<file path="src/spg_defs.vh">
// constants and timing counts for the socket glue block
`ifndef SPG_DEFS_VH
`define SPG_DEFS_VH
// ***************************************************************
// register map (byte addresses)
// ***************************************************************
`define SPG_CTRL_OFF 12'h000
`define SPG_STAT_OFF 12'h004
`define SPG_ID0_LO_OFF 12'h008
`define SPG_ID0_HI_OFF 12'h00C
`define SPG_ID1_LO_OFF 12'h010
`define SPG_ID1_HI_OFF 12'h014
`define SPG_RUN_OFF 12'h018
// ***************************************************************
// control fields, per port p at bit base 8*p
// ***************************************************************
`define SPG_C_TXDIS 0
`define SPG_C_RS0 1
`define SPG_C_RS1 2
`define SPG_C_PWR 3
`define SPG_C_SCL 4
`define SPG_C_SDA 5
`define SPG_PORT_STRIDE 8
`define SPG_CTRL_RST 32'h0000_0101
// ***************************************************************
// status fields, per port p at bit base 8*p
// ***************************************************************
`define SPG_S_FAULT 0
`define SPG_S_LOS 1
`define SPG_S_PRES 2
`define SPG_S_VALID 3
`define SPG_S_PGOOD 4
`define SPG_S_SCL 5
`define SPG_S_SDA 6
`define SPG_S_PFAIL 7
// ***************************************************************
// run register field and socket clock divider
// ***************************************************************
`define SPG_RUN_BIT 0
`define SPG_CLK_HZ 200000000
`define SPG_SOCK_HZ 40000000
// pclk cycles in one socket clock period, and how many of them high
`define SPG_SOCK_DIV (`SPG_CLK_HZ / `SPG_SOCK_HZ)
`define SPG_SOCK_HIGH (`SPG_SOCK_DIV / 2)
`endif

</file>
<file path="src/spg_sync3.v">
// three-flop synchroniser with agreement filter for one async input
`include "spg_defs.vh"
module spg_sync3 (
  // clock and reset
  input wire pclk,
  input wire presetn,
  // async level in, filtered level out
  input wire async_in,
  output reg level_out
);
  reg s1_reg; // first stage, read only by s2
  reg s2_reg; // second stage
  reg s3_reg; // third stage
  // ***************************************************************
  // shift chain and agreement
  // ***************************************************************
  // a change counts only once stages two and three agree
  always @(posedge pclk or negedge presetn) begin
    if (!presetn) begin
      s1_reg <= 1'b0;
      s2_reg <= 1'b0;
      s3_reg <= 1'b0;
      level_out <= 1'b0;
    end else begin
      s1_reg <= async_in;
      s2_reg <= s1_reg;
      s3_reg <= s2_reg;
      if (s2_reg == s3_reg) begin
        level_out <= s3_reg;
      end
    end
  end
endmodule // spg_sync3

</file>
<file path="src/spg_glue.v">
// socket glue top: apb registers, status sync, port controls
`include "spg_defs.vh"
module spg_glue (
  // apb clock and reset
  input wire pclk,
  input wire presetn,
  // apb slave
  input wire psel,
  input wire penable,
  input wire pwrite,
  input wire [11:0] paddr,
  input wire [31:0] pwdata,
  output reg [31:0] prdata,
  output reg pready,
  output reg pslverr,
  // socket clock and reset toward user logic
  output reg socket_clock_forty,
  output reg async_reset_in,
  // per-port async status from cages
  input wire [1:0] tx_fault_in,
  input wire [1:0] rx_signal_lost,
  input wire [1:0] module_present_flag,
  input wire [1:0] station_id_valid,
  input wire [95:0] port_station_id,
  // power handshake per port
  output reg [1:0] port_power_on,
  input wire [1:0] port_power_ok,
  // per-port controls to cages
  output reg [1:0] tx_disable_out,
  output reg [3:0] rate_select_out,
  // open-drain management lines
  input wire [1:0] module_mgmt_clock_i,
  output reg [1:0] module_mgmt_clock_o,
  output reg [1:0] module_mgmt_clock_oe,
  input wire [1:0] module_mgmt_data_i,
  output reg [1:0] module_mgmt_data_o,
  output reg [1:0] module_mgmt_data_oe
);
  // ***************************************************************
  // declarations
  // ***************************************************************
  reg [31:0] ctrl_reg; // per-port controls
  reg run_reg; // host run state, low holds reset
  reg [7:0] div_reg; // socket clock divider
  reg [1:0] pfail_reg; // sticky power loss while enabled
  reg [95:0] id_reg; // captured station addresses
  wire [1:0] fault_s; // synchronised fault
  wire [1:0] los_s; // synchronised loss of signal
  wire [1:0] pres_s; // synchronised presence
  wire [1:0] valid_s; // synchronised address valid
  wire [1:0] pgood_s; // synchronised power good
  wire [1:0] scl_s; // synchronised mgmt clock level
  wire [1:0] sda_s; // synchronised mgmt data level
  wire acc; // apb access phase
  wire wr_go; // apb write completes at the pready edge
  reg [31:0] stat_w; // assembled status word
  integer k; // loop index, status assembly only
  integer j; // loop index, register process only
  integer m; // loop index, output process only
  // address decode used for read and write
  // an unmapped offset decodes to zero, which raises pslverr
  function [2:0] dec;
    input [11:0] a;
    begin
      case (a)
        `SPG_CTRL_OFF: dec = 3'h1;
        `SPG_STAT_OFF: dec = 3'h2;
        `SPG_ID0_LO_OFF: dec = 3'h3;
        `SPG_ID0_HI_OFF: dec = 3'h4;
        `SPG_ID1_LO_OFF: dec = 3'h5;
        `SPG_ID1_HI_OFF: dec = 3'h6;
        `SPG_RUN_OFF: dec = 3'h7;
        default: dec = 3'h0;
      endcase
    end
  endfunction
  assign acc = psel & penable & ~pready;
  // a write takes effect only at the edge where the master sees pready high
  assign wr_go = psel & penable & pready & pwrite;
  // ***************************************************************
  // synchronisers for every async status line except the station id bus
  // ***************************************************************
  genvar p;
  generate
    for (p = 0; p < 2; p = p + 1) begin : g_port
      spg_sync3 u_flt (.pclk(pclk), .presetn(presetn), .async_in(tx_fault_in[p]), .level_out(fault_s[p]));
      spg_sync3 u_los (.pclk(pclk), .presetn(presetn), .async_in(rx_signal_lost[p]), .level_out(los_s[p]));
      // presence polarity is passed raw; software confirms its meaning
      spg_sync3 u_prs (.pclk(pclk), .presetn(presetn), .async_in(module_present_flag[p]),
        .level_out(pres_s[p]));
      spg_sync3 u_val (.pclk(pclk), .presetn(presetn), .async_in(station_id_valid[p]),
        .level_out(valid_s[p]));
      spg_sync3 u_pg (.pclk(pclk), .presetn(presetn), .async_in(port_power_ok[p]), .level_out(pgood_s[p]));
      // line levels read back so software can run the two-wire bus by hand
      spg_sync3 u_scl (.pclk(pclk), .presetn(presetn), .async_in(module_mgmt_clock_i[p]),
        .level_out(scl_s[p]));
      spg_sync3 u_sda (.pclk(pclk), .presetn(presetn), .async_in(module_mgmt_data_i[p]),
        .level_out(sda_s[p]));
    end
  endgenerate
  // ***************************************************************
  // status word assembly
  // ***************************************************************
  always @* begin
    stat_w = 32'h0000_0000;
    for (k = 0; k < 2; k = k + 1) begin
      stat_w[k*`SPG_PORT_STRIDE+`SPG_S_FAULT] = fault_s[k];
      stat_w[k*`SPG_PORT_STRIDE+`SPG_S_LOS] = los_s[k];
      stat_w[k*`SPG_PORT_STRIDE+`SPG_S_PRES] = pres_s[k];
      stat_w[k*`SPG_PORT_STRIDE+`SPG_S_VALID] = valid_s[k];
      stat_w[k*`SPG_PORT_STRIDE+`SPG_S_PGOOD] = pgood_s[k];
      stat_w[k*`SPG_PORT_STRIDE+`SPG_S_SCL] = scl_s[k];
      stat_w[k*`SPG_PORT_STRIDE+`SPG_S_SDA] = sda_s[k];
      stat_w[k*`SPG_PORT_STRIDE+`SPG_S_PFAIL] = pfail_reg[k];
    end
  end
  // ***************************************************************
  // socket clock: free-running divider, never gated
  // ***************************************************************
  // runs from reset release on, independent of any cage state
  // an odd divide cannot give a square wave: high for two cycles, low
  // for three, which keeps the rate exact at the cost of the duty
  always @(posedge pclk or negedge presetn) begin
    if (!presetn) begin
      div_reg <= 8'h00;
      socket_clock_forty <= 1'b0;
    end else if (div_reg == (`SPG_SOCK_DIV - 1)) begin
      // wrap: start of the high phase
      div_reg <= 8'h00;
      socket_clock_forty <= 1'b1;
    end else begin
      div_reg <= div_reg + 8'h01;
      if (div_reg == (`SPG_SOCK_HIGH - 1)) begin
        // end of the high phase
        socket_clock_forty <= 1'b0;
      end
    end
  end
  // ***************************************************************
  // apb slave and registers
  // ***************************************************************
  // one wait state: access taken at the edge where pready is high
  always @(posedge pclk or negedge presetn) begin
    if (!presetn) begin
      ctrl_reg <= `SPG_CTRL_RST;
      run_reg <= 1'b0;
      pfail_reg <= 2'b00;
      id_reg <= 96'h0;
      prdata <= 32'h0000_0000;
      pready <= 1'b0;
      pslverr <= 1'b0;
    end else begin
      pready <= acc;
      pslverr <= acc & (dec(paddr) == 3'h0);
      // capture each address only while its valid flag holds
      for (j = 0; j < 2; j = j + 1) begin
        if (valid_s[j]) begin
          id_reg[j*48 +: 48] <= port_station_id[j*48 +: 48];
        end
        // power loss while enabled: set wins over clear
        // limitation: a fresh power-up also sets it until power good has
        // crossed the synchroniser, so software clears it once the port is up
        if (ctrl_reg[j*`SPG_PORT_STRIDE+`SPG_C_PWR] & ~pgood_s[j]) begin
          pfail_reg[j] <= 1'b1;
        end else if (wr_go & (dec(paddr) == 3'h2) & pwdata[j*`SPG_PORT_STRIDE+`SPG_S_PFAIL]) begin
          pfail_reg[j] <= 1'b0;
        end
      end
      // writes land at the edge where the master sees pready high
      if (wr_go) begin
        case (dec(paddr))
          3'h1: ctrl_reg <= pwdata;
          3'h7: run_reg <= pwdata[`SPG_RUN_BIT];
          default: ;
        endcase
      end
      // read data loads one edge early so it stands while pready is high
      if (acc & ~pwrite) begin
        case (dec(paddr))
          3'h1: prdata <= ctrl_reg;
          3'h2: prdata <= stat_w;
          // address reads as zero unless currently valid
          3'h3: prdata <= valid_s[0] ? id_reg[31:0] : 32'h0000_0000;
          3'h4: prdata <= valid_s[0] ? {16'h0000, id_reg[47:32]} : 32'h0000_0000;
          3'h5: prdata <= valid_s[1] ? id_reg[79:48] : 32'h0000_0000;
          3'h6: prdata <= valid_s[1] ? {16'h0000, id_reg[95:80]} : 32'h0000_0000;
          3'h7: prdata <= {31'h0, run_reg};
          default: prdata <= 32'h0000_0000;
        endcase
      end
    end
  end
  // ***************************************************************
  // registered outputs to user logic and cages
  // ***************************************************************
  // reset out high from power-up until software writes run
  always @(posedge pclk or negedge presetn) begin
    if (!presetn) begin
      async_reset_in <= 1'b1;
      port_power_on <= 2'b00;
      tx_disable_out <= 2'b11;
      rate_select_out <= 4'h0;
      module_mgmt_clock_o <= 2'b00;
      module_mgmt_clock_oe <= 2'b00;
      module_mgmt_data_o <= 2'b00;
      module_mgmt_data_oe <= 2'b00;
    end else begin
      async_reset_in <= ~run_reg;
      for (m = 0; m < 2; m = m + 1) begin
        port_power_on[m] <= ctrl_reg[m*`SPG_PORT_STRIDE+`SPG_C_PWR];
        tx_disable_out[m] <= ctrl_reg[m*`SPG_PORT_STRIDE+`SPG_C_TXDIS];
        rate_select_out[2*m] <= ctrl_reg[m*`SPG_PORT_STRIDE+`SPG_C_RS0];
        rate_select_out[2*m+1] <= ctrl_reg[m*`SPG_PORT_STRIDE+`SPG_C_RS1];
        // open drain: only pull low, never drive high
        module_mgmt_clock_o[m] <= 1'b0;
        module_mgmt_clock_oe[m] <= ctrl_reg[m*`SPG_PORT_STRIDE+`SPG_C_SCL];
        module_mgmt_data_o[m] <= 1'b0;
        module_mgmt_data_oe[m] <= ctrl_reg[m*`SPG_PORT_STRIDE+`SPG_C_SDA];
      end
    end
  end
endmodule // spg_glue

</file>
<file path="config.mk">
export PLATFORM = sky130hd
export DESIGN_NAME = spg_glue
export DESIGN_NICKNAME = d
export VERILOG_FILES = /design/src/spg_sync3.v /design/src/spg_glue.v
export VERILOG_INCLUDE_DIRS = /design/src
export SDC_FILE = /design/constraint.sdc
export NUM_CORES = 1
export LEC_CHECK = 0
export BUFFER_PORTS_ARGS = -buffer_cell sky130_fd_sc_hd__buf_2
export CORE_MARGIN = 2
export CORE_UTILIZATION = 58
export DETAILED_ROUTE_END_ITERATION = 10
export PLACE_DENSITY_LB_ADDON = 0.3
export SLEW_MARGIN = 20
export SYNTH_ARGS = -nofsm -noshare
export SYNTH_HDL_FRONTEND = slang
export SYNTH_SLANG_ARGS = --single-unit
export TNS_END_PERCENT = 100
</file>
<file path="constraint.sdc">
create_clock -name pclk -period 5.5 [get_ports pclk]
set_input_delay 1.375 -clock pclk [delete_from_list [all_inputs] [get_ports pclk]]
set_output_delay 1.375 -clock pclk [all_outputs]
set_load 0.02 [all_outputs]
</file>
==> flow_summary.toml <==
[status]
status = "finished, final reports clean"

[clock_tree]
cts_max_path_buffers = 3
cts_root_buffer = "clkbuf_16"
htreeDepth = 1
cts_resized = 0
cts_setup_buffers = 0
clk_latency_ns = 0.52
hold_buffers = 0
cts_buffers = 24
tritoncts = "built"
clk_pin_slew_ns = 0.06
clock_sinks = 243

[routing]
drc_errors = 0
ant_nets = 0
vias = 6404
via_per_inst = 5.74
first_iter_violations = 395
firstDrtPassIters = 6
drt-wirelength-per-cell_um = 20.3
totalWireLength_um = 22700

[timing]
rsz0062_at_grt = "no"
relSlewSlack_pct = 26.3
period_share_pct = 68.1
finalHoldViolCount = 0
setup_tns_ns = 0
layout_min_cycle_time_ns = 3.75
final_max_slew_viol_count = 0
fin_hold_ws_ns = 0.346
fin_skew_ns = 0.0196
setup_viol = 0
tightest_slew_ns = 1.10
max_freq_mhz = 267

[critical_path]
reg2reg_depth = 6
worstPathRequired_ns = 5.90
cp-end-kind = "flop"
worstReg2RegEnd = "prdata[29]"
crit_start = "paddr[9]"
crit_path_start_kind = "input pin"
crit_end = "ctrl_reg[10]"
cp_data_arrival_time_ns = 4.15
critical_path.max_fanout = 32
path_class = "in2reg"
r2r_start = "g_port[0].u_val.level_out"
r2r_slack_ns = 2.50

[power_and_ir_drop]
leakage_uw = 0.00549
powerDensity_nw_per_um2 = 360
peakVddDrop_mv = 0.312
power_uw = 4220

[layout]
syn_to_final_growth_pct = 22.1
fin_util_pct = 71.5
multi_input_area_um2 = 3270
fillCellCount = 1072
layout-drive-gt1-share_pct = 44.4
final_net_count = 1035
largest_reg_flops = 96
fin_cells = 1115
seq_area_um2 = 6090

[place]
dpl.cell_count = 1066
dp_hpwl_um = 15700
gp_congestion = 0.866
numPortBuffers = 206

[synthesis]
synth_area_um2 = 9600
ys_ff_latch = 243
yosysSeqAreaShare_pct = 63.4
yosys_most_used_dff = "dfrtp_1"
synth_edf_count = 0
postSynth.asyncResetShare_pct = 100
yosysUniqueCellTypes = 49
synth.avg_cell_area_um2 = 14.3
ys_warn_count = 0
syn_inst = 672

[min_path]
min-delay-start = "g_port[1].u_los.s1_reg"
min_path_type = "reg2reg"

[flow_run]
cap_violations = 0

[global_routing]
antenna_found_initial = 4
grt_pass1_wl_um = 36500
grt_max_degree = 146
gr-total-overflow = 0
grtUsageTotal_pct = 26.3
grt_pass1_vias = 6818

[floorplan]
initial_core_util_pct = 58.5
fp.dieW_um = 133
core_area_um2 = 16400
rows = 47
die_h_um = 133
die_area_um2 = 17600
num_io_pins = 211
-- per-layer routing --
layer  global-route usage [%]  part of all wire, %  wire (um)
met5                        0                    0          0
met4                     8.36                  2.9        664
met3                     5.25                  7.1       1610
met2                     43.3                   48      11000
met1                     35.6                   41       9390
-- layout make-up --
class	instances	share of cell area, %
sequential	243	51.9
multi-input combinational	382	27.8
timing repair buffer	212	9.53
clock buffer	30	5.57
clock inverter	14	2.40
tap	220	2.35
inverter	10	0.320
antenna	4	0.0853
-- logic make-up after synthesis --
logic type / Yosys count / share of synthesized area, %
adder cells (fa/ha/maj): 17 / 1.85
buffers and inverters: 50 / 2.91
AND/OR/NAND/NOR: 103 / 5.43
flip-flops: 243 / 63.4
AO/OA/AOI/OAI: 109 / 8.08
XOR/XNOR: 3 / 0.274
other: 1 / 0.0390
multiplexers: 146 / 18.0
-- placed cells by master (no fill, tap or decap), types with 5 or more instances in the layout --
cell	instances
mux2_2	97
a2bb2oi_1	11
a222oi_1	16
o22ai_1	5
nand2b_1	5
dfrtp_1	236
mux2i_1	19
clkinv_2	5
clkbuf_16	24
nor2_1	21
dfstp_2	5
a221oi_1	14
nand3_1	6
o21ai_0	41
inv_1	10
or3_1	5
bufinv_16	8
a22oi_1	11
nand2_1	38
mux2_4	30
buf_2	205
maj3_1	14
-- synth_stat cells, types with 2 or more instances --
master | number | area (um2)
a221oi_1 | 14 | 123
or2_2 | 2 | 12.5
o22ai_1 | 5 | 31.3
a2bb2oi_1 | 11 | 96.3
nand2b_1 | 5 | 31.3
maj3_1 | 14 | 140
mux2_4 | 30 | 450
a22o_1 | 2 | 17.5
buf_4 | 4 | 30.0
ha_1 | 3 | 37.5
mux2i_1 | 19 | 190
or4_1 | 2 | 15.0
nand3b_1 | 2 | 15.0
buf_1 | 5 | 18.8
nor2_1 | 21 | 78.8
dfstp_2 | 5 | 131
a22oi_1 | 11 | 82.6
or4_4 | 2 | 22.5
mux2_2 | 97 | 1090
clkbuf_1 | 24 | 90.1
and3_1 | 3 | 18.8
nand2_1 | 38 | 143
inv_1 | 10 | 37.5
o21ai_0 | 41 | 205
a21oi_1 | 4 | 20.0
and4_1 | 3 | 26.3
nor3_1 | 5 | 25.0
dfrtp_1 | 238 | 5960
a222oi_1 | 16 | 160
nor4_1 | 4 | 25.0
or3_1 | 5 | 31.3
buf_6 | 2 | 22.5
buf_12 | 3 | 60.1
nand3_1 | 6 | 30.0
xnor2_1 | 2 | 17.5
-- how the worst min path moves through the flow --
stage	end	slack, ns	depth (start not counted)
floorplan	g_port[0].u_flt.s2_reg	0.33	0
global placement	g_port[0].u_scl.s2_reg	0.33	0
detailed placement	g_port[0].u_flt.s2_reg	0.33	0
CTS	g_port[0].u_flt.s2_reg	0.35	0
global route	g_port[1].u_scl.s2_reg	0.35	0
finish	g_port[1].u_los.s2_reg	0.35	0
-- where the power goes --
group | switching [uW] | internal (uW) | leakage [uW]
Clock | 675 | 1220 | 0.000460
Sequential | 72.0 | 1920 | 0.00302
Combinational | 156 | 175 | 0.00200
Total | 903 | 3320 | 0.00549
-- metrics by stage --
stage | cell area (um2) | setup slack [ns]
floorplan | 9620 | 1.89
global placement | 10800 | 1.28
detailed placement | 10800 | 1.21
CTS | 11700 | 1.76
global route | 11700 | 1.69
finish | 11700 | 1.75
-- worst max-delay path, cell delays in order --
cell and delay [ns]:
buf_2 0.10, or4_4 0.60, or4_4 0.68, nor2_8 0.30, and2_4 0.64, mux2_2 0.41
Power figures use the tool's default switching activity.
